===== src/verilog/utc_pkg.sv =====
// constants and types for the uart transmit control block
package utc_pkg;
    localparam int CLOCK_HZ = 20_000_000;
    localparam int BAUD_HZ  = 115_200;
    // bit time in cycles, rounded down
    localparam int BIT_CYCLES = CLOCK_HZ / BAUD_HZ;
    localparam logic [7:0] BIT_CYC = 8'(BIT_CYCLES - 1);

    localparam logic [3:0] STA_OFS  = 4'h0;
    localparam logic [3:0] TXD_OFS  = 4'h4;
    localparam logic [3:0] MODE_OFS = 4'h8;

    localparam int ISEL1_BIT = 15;
    localparam int INV_BIT   = 14;
    localparam int ISEL0_BIT = 13;
    localparam int BRK_BIT   = 11;
    localparam int EN_BIT    = 10;
    localparam int FULL_BIT  = 9;
    localparam int TRMT_BIT  = 8;
    localparam int INFRARED_ENCODE_ON_BIT  = 0;
    localparam logic [15:0] STA_RESET = 16'h0100;

    localparam logic [1:0] IRQ_XFER  = 2'h0;
    localparam logic [1:0] IRQ_DONE  = 2'h1;
    localparam logic [1:0] IRQ_EMPTY = 2'h2;

    localparam int DATA_W = 8;
    localparam int DEPTH  = 4;
    localparam int PTR_W  = 2;
    localparam int CNT_W  = 3;
    localparam logic [CNT_W-1:0] FULL_CNT = 3'h4;

    localparam int SHIFT_W = 14;
    localparam logic [3:0] DATA_FRAME_BITS  = 4'hA;
    localparam logic [3:0] BREAK_FRAME_BITS = 4'hE;
    // start bit, twelve zeros, stop bit
    localparam logic [SHIFT_W-1:0] BREAK_FRAME = 14'h2000;

    typedef enum logic {ST_IDLE, ST_SHIFT} utc_tx_state_type;
endpackage


===== src/verilog/utc_buf_if.sv =====
// link between the transmit control and its character buffer
`timescale 1ns/1ns
`default_nettype none
interface utc_buf_if;
    logic                        push;
    logic [utc_pkg::DATA_W-1:0]  push_data;
    logic                        pop;
    logic                        flush;
    logic [utc_pkg::DATA_W-1:0]  head;
    logic                        full;
    logic                        empty;
    logic [utc_pkg::CNT_W-1:0]   count;
    modport ctrl  (output push, push_data, pop, flush, input head, full, empty, count);
    modport store (input push, push_data, pop, flush, output head, full, empty, count);
endinterface
`default_nettype wire


===== src/verilog/utc_tx_buffer.sv =====
// four-character transmit buffer with registered head word
`timescale 1ns/1ns
`default_nettype none
module utc_tx_buffer (
    input  wire logic  clock,
    input  wire logic  sys_rst,
    utc_buf_if.store   bus
);
    typedef struct packed {
        logic [utc_pkg::DEPTH-1:0][utc_pkg::DATA_W-1:0] mem;
        logic [utc_pkg::PTR_W-1:0]                      wr;
        logic [utc_pkg::PTR_W-1:0]                      rd;
        logic [utc_pkg::CNT_W-1:0]                      cnt;
        logic [utc_pkg::DATA_W-1:0]                     head;
    } utc_buf_state_type;

    utc_buf_state_type q, d;

    always_comb begin
        d = q;
        if (bus.flush) begin
            d.wr  = '0;
            d.rd  = '0;
            d.cnt = '0;
        end else begin
            if (bus.push && q.cnt != utc_pkg::FULL_CNT) begin
                d.mem[q.wr] = bus.push_data;
                d.wr        = q.wr + 2'h1;
                d.cnt       = d.cnt + 3'h1;
            end
            if (bus.pop && q.cnt != '0) begin
                d.rd  = q.rd + 2'h1;
                d.cnt = d.cnt - 3'h1;
            end
        end
        // head follows the next read slot, including a same-cycle write
        d.head = d.mem[d.rd];
    end

    always_ff @(posedge clock or posedge sys_rst) begin
        if (sys_rst) begin
            q <= '0;
        end else begin
            q <= d;
        end
    end

    assign bus.head  = q.head;
    assign bus.full  = (q.cnt == utc_pkg::FULL_CNT);
    assign bus.empty = (q.cnt == '0);
    assign bus.count = q.cnt;
endmodule // utc_tx_buffer
`default_nettype wire


===== src/verilog/utc_tx_control.sv =====
// uart transmit control: status/control register, shifter, pin ownership
// Function
// - In one interrupt mode the interrupt fires when a character enters the shifter and empties the buffer.
// - With selection 01 the interrupt fires when the last frame, a character or a break, has left the shifter with the buffer empty.
// - Without infrared encoding, polarity 1 makes the line idle low and 0 idle high.
// - A break request sends a start bit, twelve zero bits and a stop bit as the next frame.
// - The break request clears itself when the break frame has finished.
// - While transmit is enabled the port owns and drives the transmit pin.
// - Clearing the enable aborts the frame, resets the buffer and gives the pin back.
//
// Implementation choices: the Avalon-MM slave port and the register addresses.
`timescale 1ns/1ns
`default_nettype none
module utc_tx_control (
    input  wire logic         clock,
    input  wire logic         sys_rst,
    input  wire logic [3:0]   avs_address,
    input  wire logic         avs_read,
    input  wire logic         avs_write,
    input  wire logic [31:0]  avs_writedata,
    input  wire logic [3:0]   avs_byteenable,
    output logic [31:0]       avs_readdata,
    output logic              avs_waitrequest,
    input  wire logic         port_pin_data,
    output logic              serial_tx_pin,
    output logic              tx_pin_owned,
    output logic              tx_irq
);
    typedef struct packed {
        logic                           ack;
        logic [31:0]                    rdata;
        logic                           isel1;
        logic                           inv;
        logic                           isel0;
        logic                           brk;
        logic                           en;
        logic                           infrared_encode_on;
        utc_pkg::utc_tx_state_type      st;
        logic [utc_pkg::SHIFT_W-1:0]    shreg;
        logic [3:0]                     bits_left;
        logic [7:0]                     baud;
        logic                           is_brk;
        logic                           irq;
        logic                           pin;
    } utc_ctl_state_type;

    utc_ctl_state_type q, d;
    utc_buf_if buf_bus ();

    utc_tx_buffer u_buffer (
        .clock   (clock),
        .sys_rst (sys_rst),
        .bus     (buf_bus)
    );

    logic        req;
    logic        hit_sta;
    logic        hit_txd;
    logic        hit_mode;
    logic        stall;
    logic        wr;
    logic        wr_sta;
    logic        pop_evt;
    logic        frame_end;
    logic        done_evt;
    logic        empty_evt;
    logic        line_raw;
    logic [15:0] sta_word;

    function automatic logic addr_is(input logic [3:0] a, input logic [3:0] ofs);
        return a == ofs;
    endfunction

    always_comb begin
        d         = q;
        d.irq     = 1'b0;
        hit_sta   = 1'b0;
        hit_txd   = 1'b0;
        hit_mode  = 1'b0;
        pop_evt   = 1'b0;
        frame_end = 1'b0;
        line_raw  = 1'b1;
        req       = avs_read || avs_write;
        if (addr_is(avs_address, utc_pkg::STA_OFS)) begin
            hit_sta = 1'b1;
        end else if (addr_is(avs_address, utc_pkg::TXD_OFS)) begin
            hit_txd = 1'b1;
        end else if (addr_is(avs_address, utc_pkg::MODE_OFS)) begin
            hit_mode = 1'b1;
        end
        // data write into a full buffer waits for room
        stall  = avs_write && hit_txd && avs_byteenable[0] && q.en && buf_bus.full;
        wr     = q.ack && avs_write;
        wr_sta = wr && hit_sta && avs_byteenable[1];

        sta_word = '0;
        sta_word[utc_pkg::ISEL1_BIT] = q.isel1;
        sta_word[utc_pkg::INV_BIT]   = q.inv;
        sta_word[utc_pkg::ISEL0_BIT] = q.isel0;
        sta_word[utc_pkg::BRK_BIT]   = q.brk;
        sta_word[utc_pkg::EN_BIT]    = q.en;
        sta_word[utc_pkg::FULL_BIT]  = buf_bus.full;
        sta_word[utc_pkg::TRMT_BIT]  = (q.st == utc_pkg::ST_IDLE) && buf_bus.empty;

        // bus answer: one wait cycle, then completion; a stalled data write waits until the stall clears
        d.ack = req && !q.ack && !stall;
        if (req && !q.ack) begin
            d.rdata = '0;
            if (avs_read && hit_sta) begin
                d.rdata[15:0] = sta_word;
            end else if (avs_read && hit_mode) begin
                d.rdata[utc_pkg::INFRARED_ENCODE_ON_BIT] = q.infrared_encode_on;
            end
        end

        // shifter; a disabled port drops everything
        if (!q.en) begin
            d.st     = utc_pkg::ST_IDLE;
            d.is_brk = 1'b0;
        end else begin
            case (q.st)
                utc_pkg::ST_IDLE: begin
                    if (q.brk) begin
                        d.shreg     = utc_pkg::BREAK_FRAME;
                        d.bits_left = utc_pkg::BREAK_FRAME_BITS;
                        d.is_brk    = 1'b1;
                        d.baud      = utc_pkg::BIT_CYC;
                        d.st        = utc_pkg::ST_SHIFT;
                    end else if (!buf_bus.empty) begin
                        d.shreg     = {5'h1F, buf_bus.head, 1'b0};
                        d.bits_left = utc_pkg::DATA_FRAME_BITS;
                        d.is_brk    = 1'b0;
                        d.baud      = utc_pkg::BIT_CYC;
                        d.st        = utc_pkg::ST_SHIFT;
                        pop_evt     = 1'b1;
                    end
                end
                utc_pkg::ST_SHIFT: begin
                    line_raw = q.shreg[0];
                    if (q.baud == '0) begin
                        d.baud      = utc_pkg::BIT_CYC;
                        d.shreg     = {1'b1, q.shreg[utc_pkg::SHIFT_W-1:1]};
                        d.bits_left = q.bits_left - 4'h1;
                        if (q.bits_left == 4'h1) begin
                            frame_end = 1'b1;
                            d.st      = utc_pkg::ST_IDLE;
                            if (q.is_brk) begin
                                d.brk = 1'b0;
                            end
                        end
                    end else begin
                        d.baud = q.baud - 8'h01;
                    end
                end
                default: d.st = utc_pkg::ST_IDLE;
            endcase
        end

        empty_evt = pop_evt && buf_bus.count == 3'h1;
        done_evt  = frame_end && buf_bus.empty && !d.brk;
        case ({q.isel1, q.isel0})
            utc_pkg::IRQ_DONE:  d.irq = done_evt;
            utc_pkg::IRQ_EMPTY: d.irq = empty_evt;
            default:            d.irq = pop_evt;
        endcase

        // software writes after hardware, so a set wins over the clear
        if (wr_sta) begin
            d.isel1 = avs_writedata[utc_pkg::ISEL1_BIT];
            d.inv   = avs_writedata[utc_pkg::INV_BIT];
            d.isel0 = avs_writedata[utc_pkg::ISEL0_BIT];
            d.brk   = avs_writedata[utc_pkg::BRK_BIT];
            d.en    = avs_writedata[utc_pkg::EN_BIT];
        end
        if (wr && hit_mode && avs_byteenable[0]) begin
            d.infrared_encode_on = avs_writedata[utc_pkg::INFRARED_ENCODE_ON_BIT];
        end

        if (d.en) begin
            d.pin = ((d.st == utc_pkg::ST_SHIFT) ? d.shreg[0] : 1'b1) ^ (d.inv && !d.infrared_encode_on);
        end else begin
            d.pin = port_pin_data;
        end
    end

    assign buf_bus.push      = wr && hit_txd && avs_byteenable[0] && q.en;
    assign buf_bus.push_data = avs_writedata[7:0];
    assign buf_bus.pop       = pop_evt;
    assign buf_bus.flush     = !q.en;

    always_ff @(posedge clock or posedge sys_rst) begin
        if (sys_rst) begin
            q       <= '0;
            q.pin   <= 1'b0;
            q.baud  <= '0;
            q.shreg <= '1;
        end else begin
            q <= d;
        end
    end

    assign avs_waitrequest = req && !q.ack;
    assign avs_readdata    = q.rdata;
    assign serial_tx_pin   = q.pin;
    assign tx_pin_owned    = q.en;
    assign tx_irq          = q.irq;
endmodule // utc_tx_control
`default_nettype wire


===== config.mk =====
export PLATFORM = sky130hd
export DESIGN_NAME = utc_tx_control
export DESIGN_NICKNAME = d
export VERILOG_FILES = /design/src/verilog/utc_pkg.sv /design/src/verilog/utc_buf_if.sv /design/src/verilog/utc_tx_buffer.sv /design/src/verilog/utc_tx_control.sv
export SDC_FILE = /design/constraint.sdc
export NUM_CORES = 1
export LEC_CHECK = 0
export CAP_MARGIN = 10
export CORE_ASPECT_RATIO = 1.25
export CORE_UTILIZATION = 45
export DETAILED_ROUTE_END_ITERATION = 7
export DONT_BUFFER_PORTS = 1
export PLACE_DENSITY_LB_ADDON = 0.15
export SYNTH_ARGS = -nofsm -noshare
export SYNTH_HDL_FRONTEND = slang
export SYNTH_SLANG_ARGS = --single-unit
export TNS_END_PERCENT = 30

===== constraint.sdc =====
create_clock -name clock -period 2.8 [get_ports clock]
set_clock_uncertainty 0.1 [all_clocks]
set_input_delay 0.28 -clock clock [delete_from_list [all_inputs] [get_ports clock]]
set_output_delay 0.28 -clock clock [all_outputs]
set_load 0.01 [all_outputs]

### Yosys cells after proc, flatten, opt, wreduce, memory -nomap -nowiden

Index checks and enable logic that the tools add are counted.
W data, S select, Z words.

| storage, ports and cells | value |
|---|---|
| input bits | 45 |
| register bits | 100 |
| logic and storage cells | 132 |

| operators by class | value |
|---|---|
| reduce and logical (&&, ||, !) cells | 36 |
| order comparisons | 3 |
| mux-type cells | 48 |
| add/subtract/negate cells | 6 |
| bitwise operators | 2 |
| equal/unequal tests | 13 |

Operators by type and width:

| cell | count |
|---|---|
| $mux W28 | 2 |
| $pmux W27 S2 | 1 |
| $mux W34 | 1 |
| $bwmux W32 | 1 |
| $mux W32 | 1 |
| $mux W1 | 28 |
| $logic_and A1 B1 Y1 | 24 |
| $mux W8 | 3 |
| $mux W19 | 1 |
| $bmux W8 S2 | 1 |
| $demux W8 S2 | 1 |
| $mux W15 | 1 |
| $mux W13 | 1 |
| $ne A3 B3 Y1 const B | 3 |
| $logic_not A8 Y1 | 1 |
| $sub A8 B1 Y8 const B | 1 |
| $mux W7 | 1 |
| $lt A2 B3 Y1 const B | 2 |
| $mux W3 | 2 |
| $mux W5 | 1 |
| $add A2 B1 Y2 const B | 2 |
| $eq A4 B1 Y1 const B | 1 |
| $eq A4 B3 Y1 const B | 1 |
| $eq A4 B4 Y1 const B | 1 |
| other kinds (21) | 26 |

### Depth between registers and ports, before layout

Gate-level depths: netlist of the first run.

| logic depth | value |
|---|---|
| depth after elaboration | 14 |
| mapped depth | 10 |
| depth with buffers taken out | 10 |

### By module

A second synthesis of the first run with hierarchy kept.

| second synthesis, totals | value |
|---|---|
| cell total of the unflattened synthesis | 432 |
| area, all modules | 4653.2 µm² |

Modules (own cells, without submodules):

| module | cells each | area each (µm²) | instances | sequential area each (µm²) |
|---|---|---|---|---|
| utc_tx_control | 251 | 2438.6 | 1 | 1143.6 |
| utc_tx_buffer | 181 | 2214.6 | 1 | 1176.1 |

### Least setup slack after synthesis of the first run

No wires, ideal clock.

| path | value |
|---|---|
| path kind | reg-to-reg |
| start | register u_buffer.q (netlist bit u_buffer.bus.count[0]) |
| end | register u_buffer.q (netlist bit u_buffer.bus.head[7]) |
| arrival | 2.104 ns |
| clock period less this slack | 2.324 ns |
| setup slack | 0.476 ns |
| library setup time | 0.121 ns |
| stages on the path, launching flop included | 10 |
| data required time | 2.579 ns |
| cell sequence | dfrtp_1 inv_1 ha_1 nor2b_1 o31a_1 o21ai_2 inv_2 buf_6 or3_1 and4b_1 |

RTL lines:

| item | line | RTL |
|---|---|---|
| start, declared | utc_tx_buffer.sv:17 | `utc_buf_state_type q, d;` |
| start signal, assigned | utc_tx_buffer.sv:42 | `q <= '0;` |
| start signal, assigned | utc_tx_buffer.sv:44 | `q <= d;` |

### Worst setup path after layout of the first run

| path | value |
|---|---|
| start | register q[3] (netlist name) |
| end | register q[14] (netlist name) |

| on the way | value |
|---|---|
| word-level cells in the longest chain between the ends | 3 |

RTL lines:

| item | line | RTL |
|---|---|---|
| start, declared | utc_tx_control.sv:47 | `utc_ctl_state_type q, d;` |
| $logic_not A8 Y1 | utc_tx_control.sv:140 | `if (q.baud == '0) begin` |
| $ne A2 B1 Y1 (no line) | - |  |
| $reduce_and A3 Y1 (no line) | - |  |

No other way between the ends.
A chain may end at the register's enable or synchronous reset.

==> results of run 1 <==
==> through the flow <==
stage | hold WS [ps] | worst slack [ps] | utilization [%] | cell area, sq um
floorplan | 277 | 51.2 | - | 4730
CTS | 0.601 | 273 | 50.5 | 5080
detailed placement | 233 | 273 | 46.5 | 4670
global placement | 230 | 316 | 46.5 | 4670
finish | 10.3 | 298 | 50.5 | 5080
global route | 2.36 | 74.5 | 50.5 | 5080
==> worst paths after layout <==
check,from,to,slack [ps],cells past startpoint
max in group asynchronous,sys_rst,q[20],1430,3
min,avs_writedata[2],u_buffer.q[25],10,1
min reg2reg,q[15],q[15],360,2
min in group asynchronous,sys_rst,q[12],440,2
max,q[3],q[14],300,7
max reg2reg,q[3],q[14],300,7
==> area by class of cell <==
class / instances / share of cell area (%)
Multi-Input combinational cell: 277 / 39.4
Clock inverter: 6 / 0.788
Timing Repair Buffer: 25 / 4.63
Tap cell: 129 / 3.18
Sequential cell: 92 / 45.7
Inverter: 24 / 1.80
Clock buffer: 10 / 4.51
==> cells by family (layout without fill, tap and decap cells) <==
family	after synthesis	in the layout	share of synthesized area, %
AO/OA/AOI/OAI	68	68	10.4
XOR/XNOR	6	6	1.13
adder cells (fa/ha/maj)	13	13	3.50
buffers and inverters	71	65	8.73
flip-flops	92	92	50.0
multiplexers	36	36	8.65
other	1	24	0.0808
AND/OR/NAND/NOR	130	130	17.6
==> state kept, by name, indices dropped and copies added, names as in the netlist <==
register / cells
avs_readdata: 8
tx_pin_owned: 1
u_buffer.q: 36
q: 34
tx_irq: 1
serial_tx_pin: 1
u_buffer.bus.head: 8
u_buffer.bus.count: 3
==> layer usage <==
layer / wire [microns] / GRT usage, %
met4: 143 / 6.36
met5: 0 / 0
met2: 4220 / 29.8
met1: 3990 / 23.0
met3: 228 / 3.87
==> power breakdown <==
group          switching (uW)  total, uW  internal (uW)
clock                     504       1110            602
sequential                115       1630           1510
combinational             247        417            171
total                     866       3150           2290
==> cell usage in the layout, fill, tap and decap left out, drive strengths merged, types with 11 or more instances in the layout <==
cell / n
dfrtp: 78
or3: 33
mux2: 33
conb: 24
inv: 24
nor2: 23
nand2: 23
o21ai: 22
dlygate4sd3: 14
dfstp: 14
ha: 13
buf: 11
==> flow_summary.ini, run 1 <==
[flow_run]
drv_cap = 0

[layout]
multiInputGateArea_sq_um = 2000
layout.nets = 487
instances_no_fill = 563
syn2layout_area_growth_pct = 9.43
ff_latch_area_sq_um = 2320
drive_gt1_share_pct = 20.7
fillers = 932
antennaDiodeCount = 0

[route]
antenna_left = 0
drc_errors = 0
viasPerCell = 5.22
wire_per_inst_microns = 15.2
first_pass_iters = 4
vias = 2940
routed_wl_mm = 8.58
drt_iter0_markers = 129

[global_route]
antenna_found_initial = 0
grt_pass1_wl_mm = 15.0
grt_usage_pct = 17.9
grt_pass1_vias = 3042
overflow = 0
grt_start_max_net_pins = 51

[yosys]
synth-edff-count = 0
synth_top_area_share_pct = 42.0
synth_warnings = 0
synthArstFlopShare_pct = 100
synth_area_sq_um = 4640
synth_top_cell_by_area = dfrtp_1
netlist_instances = 417
yosysSeqAreaShare_pct = 50.0
ys_types = 59
ys_top_cells_by_area = dfrtp_1, mux2_2, dfstp_2
ys.flop_type = dfrtp_1
synth_seq_cells = 92
synth.most_common_cell = dfrtp_1
avgSynthCellArea_sq_um = 11.1
ys_top_cells_by_count = dfrtp_1, buf_4, mux2_2, or3_1

[pwr]
p_leak_uw = 0.00237
vdd.ir_drop.worst_mv = 0.309
powerDensity_nw_per_um2 = 620
power.total_uw = 3150

[clock_tree]
clk_transition_reported_paths_ps = 70
cts_tree = done
h-tree-depth = 3
clock-sinks = 92
cts-root-buf = clkbuf_16
clock_path_buffers = 2
postCtsHoldBufs = 14
numCtsBuffers = 9
cts_resized = 0
clock_latency_ps = 340
post_cts_buffers = 0

[worst_setup_path]
cp_slowest_stage_delay_ps = 500
worstPathArrival_ps = 2610
crit_slowest_cell = nor4b_4
critPathMaxFanout = 8
worst_setup_path_start_kind = register
critPathTopFamily = simple AND/OR/NAND/NOR gates
crit_type = register to register
crit_chain = inv_1 > ha_1 > or3b_1 > nor4b_4 > nand2_1 > o41ai_1 > o31ai_1
crit_path_end_kind = register
path_buf_inv = 1
critical_path_required_ps = 2910

[sta]
final.setup.tns_ps = 0
final-hold-violation-count = 0
max_freq_ghz = 0.400
rsz0062_at_grt = false
timing.slew.headroom_pct = 47.5
setup_violations = 0
finalCritPeriodShare_pct = 89.3
tightest_slew_ps = 786
slew_violations = 0
min_period_ps = 2500

[floorplan]
die_y_microns = 116
die-area_sq_um = 10700
io_pins = 81
core-area_sq_um = 10100
num_rows = 41
die_w_microns = 92.9
start_util_pct = 46.2

[placement]
post-dp-hpwl_mm = 5.86
portBuffers = 0
place.gp.congestion = 0.706
post-place-cells = 533

[worst_hold_path]
hold_class = primary input to register

[status]
outcome = complete, no violations
Power figures use the tool's default switching activity.
==> inputs of run 2 (changes only) <==
--- a/config.mk
+++ b/config.mk
@@ -7,6 +7,7 @@
 export LEC_CHECK = 0
 export CAP_MARGIN = 10
 export CORE_ASPECT_RATIO = 1.25
+export CORE_MARGIN = 3
 export CORE_UTILIZATION = 45
 export DETAILED_ROUTE_END_ITERATION = 7
 export DONT_BUFFER_PORTS = 1
==> constraint.sdc (replaced) <==
create_clock -name clock -period 2.5 [get_ports clock]
set_clock_uncertainty 0.1 [all_clocks]
set_input_delay 0.25 -clock clock [delete_from_list [all_inputs] [get_ports clock]]
set_output_delay 0.25 -clock clock [all_outputs]
set_load 0.01 [all_outputs]
==> flow_summary.ini, run 2 (synthesis results as in run 1) <==
[clock_tree]
clock_path_buffers = 2
clock-sinks = 92
numCtsBuffers = 9
clk_transition_reported_paths_ps = 70
cts-root-buf = clkbuf_16
h-tree-depth = 3
clock_latency_ps = 330
cts_tree = done

[route]
vias = 3008
met2_length_mm = 4.42
antenna_left = 0
viasPerCell = 5.30
top_layer_used = met4
drt_iter0_markers = 102
met3_wirelength_microns = 226
first_pass_iters = 4
drc_errors = 0
wire_per_inst_microns = 15.8
wl_met1_mm = 4.20
routed_wl_mm = 8.96

[worst_setup_path]
cp_slowest_stage_delay_ps = 370
r2r-start = u_buffer.bus.count[0]
r2r_cells = 9
worst_setup_path_start_kind = register
timing.rr.end = u_buffer.bus.head[3]
critPathMaxFanout = 8
crit_slowest_cell = dfrtp_1
crit_type = register to register
regToRegSetupSlack_ps = 150
worstPathArrival_ps = 2460
crit_path_end_kind = register
critical_path_required_ps = 2610
crit_chain = inv_1 > ha_1 > a21boi_4 > buf_12 > nand4_2 > buf_4 > mux2_2 > or3_1 > and4_1

[placement]
place.gp.congestion = 0.742
portBuffers = 0
post-dp-hpwl_mm = 6.16

[floorplan]
die-area_sq_um = 11600
start_util_pct = 47.1
num_rows = 40
die_y_microns = 120
io_pins = 81
core-area_sq_um = 9860
die_w_microns = 96.9

[sta]
min_period_ps = 2350
finalCritPeriodShare_pct = 94.0
timing.slew.headroom_pct = 49.1
slew_violations = 0
setup_violations = 0
final.setup.tns_ps = 0
final-hold-violation-count = 0
max_freq_ghz = 0.426
tightest_slew_ps = 762

[pwr]
seqPwrFrac_pct = 46.6
internal-power_uw = 2920
power.total_uw = 3910
p_switching_uw = 988
powerDensity_nw_per_um2 = 740
p_sw_share_pct = 25.3
vdd.ir_drop.worst_mv = 0.455
p_leak_uw = 0.00246
power_frac_comb_pct = 12.7
p_clk_share_pct = 40.6

[layout]
largestRegisters = u_buffer.q x36, q x34
ff_latch_area_sq_um = 2320
syn2layout_area_growth_pct = 13.7
drive_gt1_share_pct = 22.6
layout.nets = 495
final_common_cell = dfrtp_1
final_cell_mix = dfrtp_1, or3_1, mux2_2, conb_1
antennaDiodeCount = 0
fillers = 843
largest_register_ffs = 36
multiInputGateArea_sq_um = 2020
top_register = u_buffer.q

[status]
outcome = complete, no violations

[global_route]
grt_pass1_vias = 3065
grt_start_max_net_pins = 33
antenna_found_initial = 0
grt_usage_pct = 15.7
overflow = 0
grt_pass1_wl_mm = 15.0

[worst_hold_path]
hp-start = avs_writedata[0]
hold_end = q[30]
hold_class = primary input to register
whs_path_depth = 1

[flow_run]
drv_cap = 0
## run 2: cell count changes in the layout (fill, tap and decap cells not counted), moves of 2 or more
cell	delta
clkinv_2	-4
buf_12	+3
buf_4	+3
bufinv_16	+3
dlygate4sd3_1	+2
inv_6	+2
## run 2: cell type report
type | count | area share (%)
well taps | 126 | 2.99
clock inverters | 6 | 2.20
flip-flops and latches | 92 | 43.9
multi-input cells | 277 | 38.2
inverters | 24 | 1.78
repair buffers | 33 | 6.40
clock buffers | 10 | 4.52
## run 2: repair_timing
item | CTS | global route
setup endpoints to repair | 0 | 5
buffers inserted | 0 | 1
hold endpoints to repair | 62 | 0
hold buffers | 16 | 0
gates resized for setup | 0 | 3
## run 2: worst max-delay path by stage
stage	slack, ps	endpoint	startpoint	cells after the start
floorplan	180	u_buffer.bus.head[7]	u_buffer.bus.count[0]	9
global placement	150	u_buffer.bus.head[6]	u_buffer.bus.count[0]	7
detailed placement	90	q[14]	q[3]	7
CTS	80	q[14]	q[3]	7
global route	-0.2	u_buffer.bus.head[4]	u_buffer.bus.count[0]	8
finish	150	u_buffer.bus.head[3]	u_buffer.bus.count[0]	9
## run 2: worst max-delay path, delay by kind of cell, from the launching register on
family / cells / cell delay (ps)
mux: 1 / 290
simple gates: 3 / 580
fa+ha+maj: 1 / 260
flops: 1 / 370
compound gates: 1 / 200
buf+inv: 3 / 430
## run 2: stage by stage
stage / util [%] / hold WS (ps) / setup slack [ps] / area, sq um / instances
finish: 53.6 / 21.6 / 151 / 5280 / 568
detailed placement: 48.0 / 180 / 90.5 / 4730 / 535
global placement: 48.0 / 176 / 148 / 4730 / 535
floorplan: - / 247 / 176 / 4730 / 440
CTS: 53.2 / 13.9 / 76.7 / 5250 / 567
global route: 53.6 / 19.8 / -0.214 / 5280 / 568
## run 2: metal layers
| metal | track usage (%) | up-vias |
|---|---|---|
| li1 | - | 1482 |
| met1 | 20.3 | 1470 |
| met2 | 26.7 | 44 |
| met3 | 2.85 | 12 |
| met4 | 5.36 | 0 |
| met5 | 0 | - |
## run 2: power groups by stage
stage               logic, uW  registers [uW]  clock network [uW]
floorplan                 390            1820                   0
global placement          455            1840                   0
detailed placement        464            1840                   0
CTS                       493            1820                1630
global route              572            1840                1700
finish                    498            1820                1590
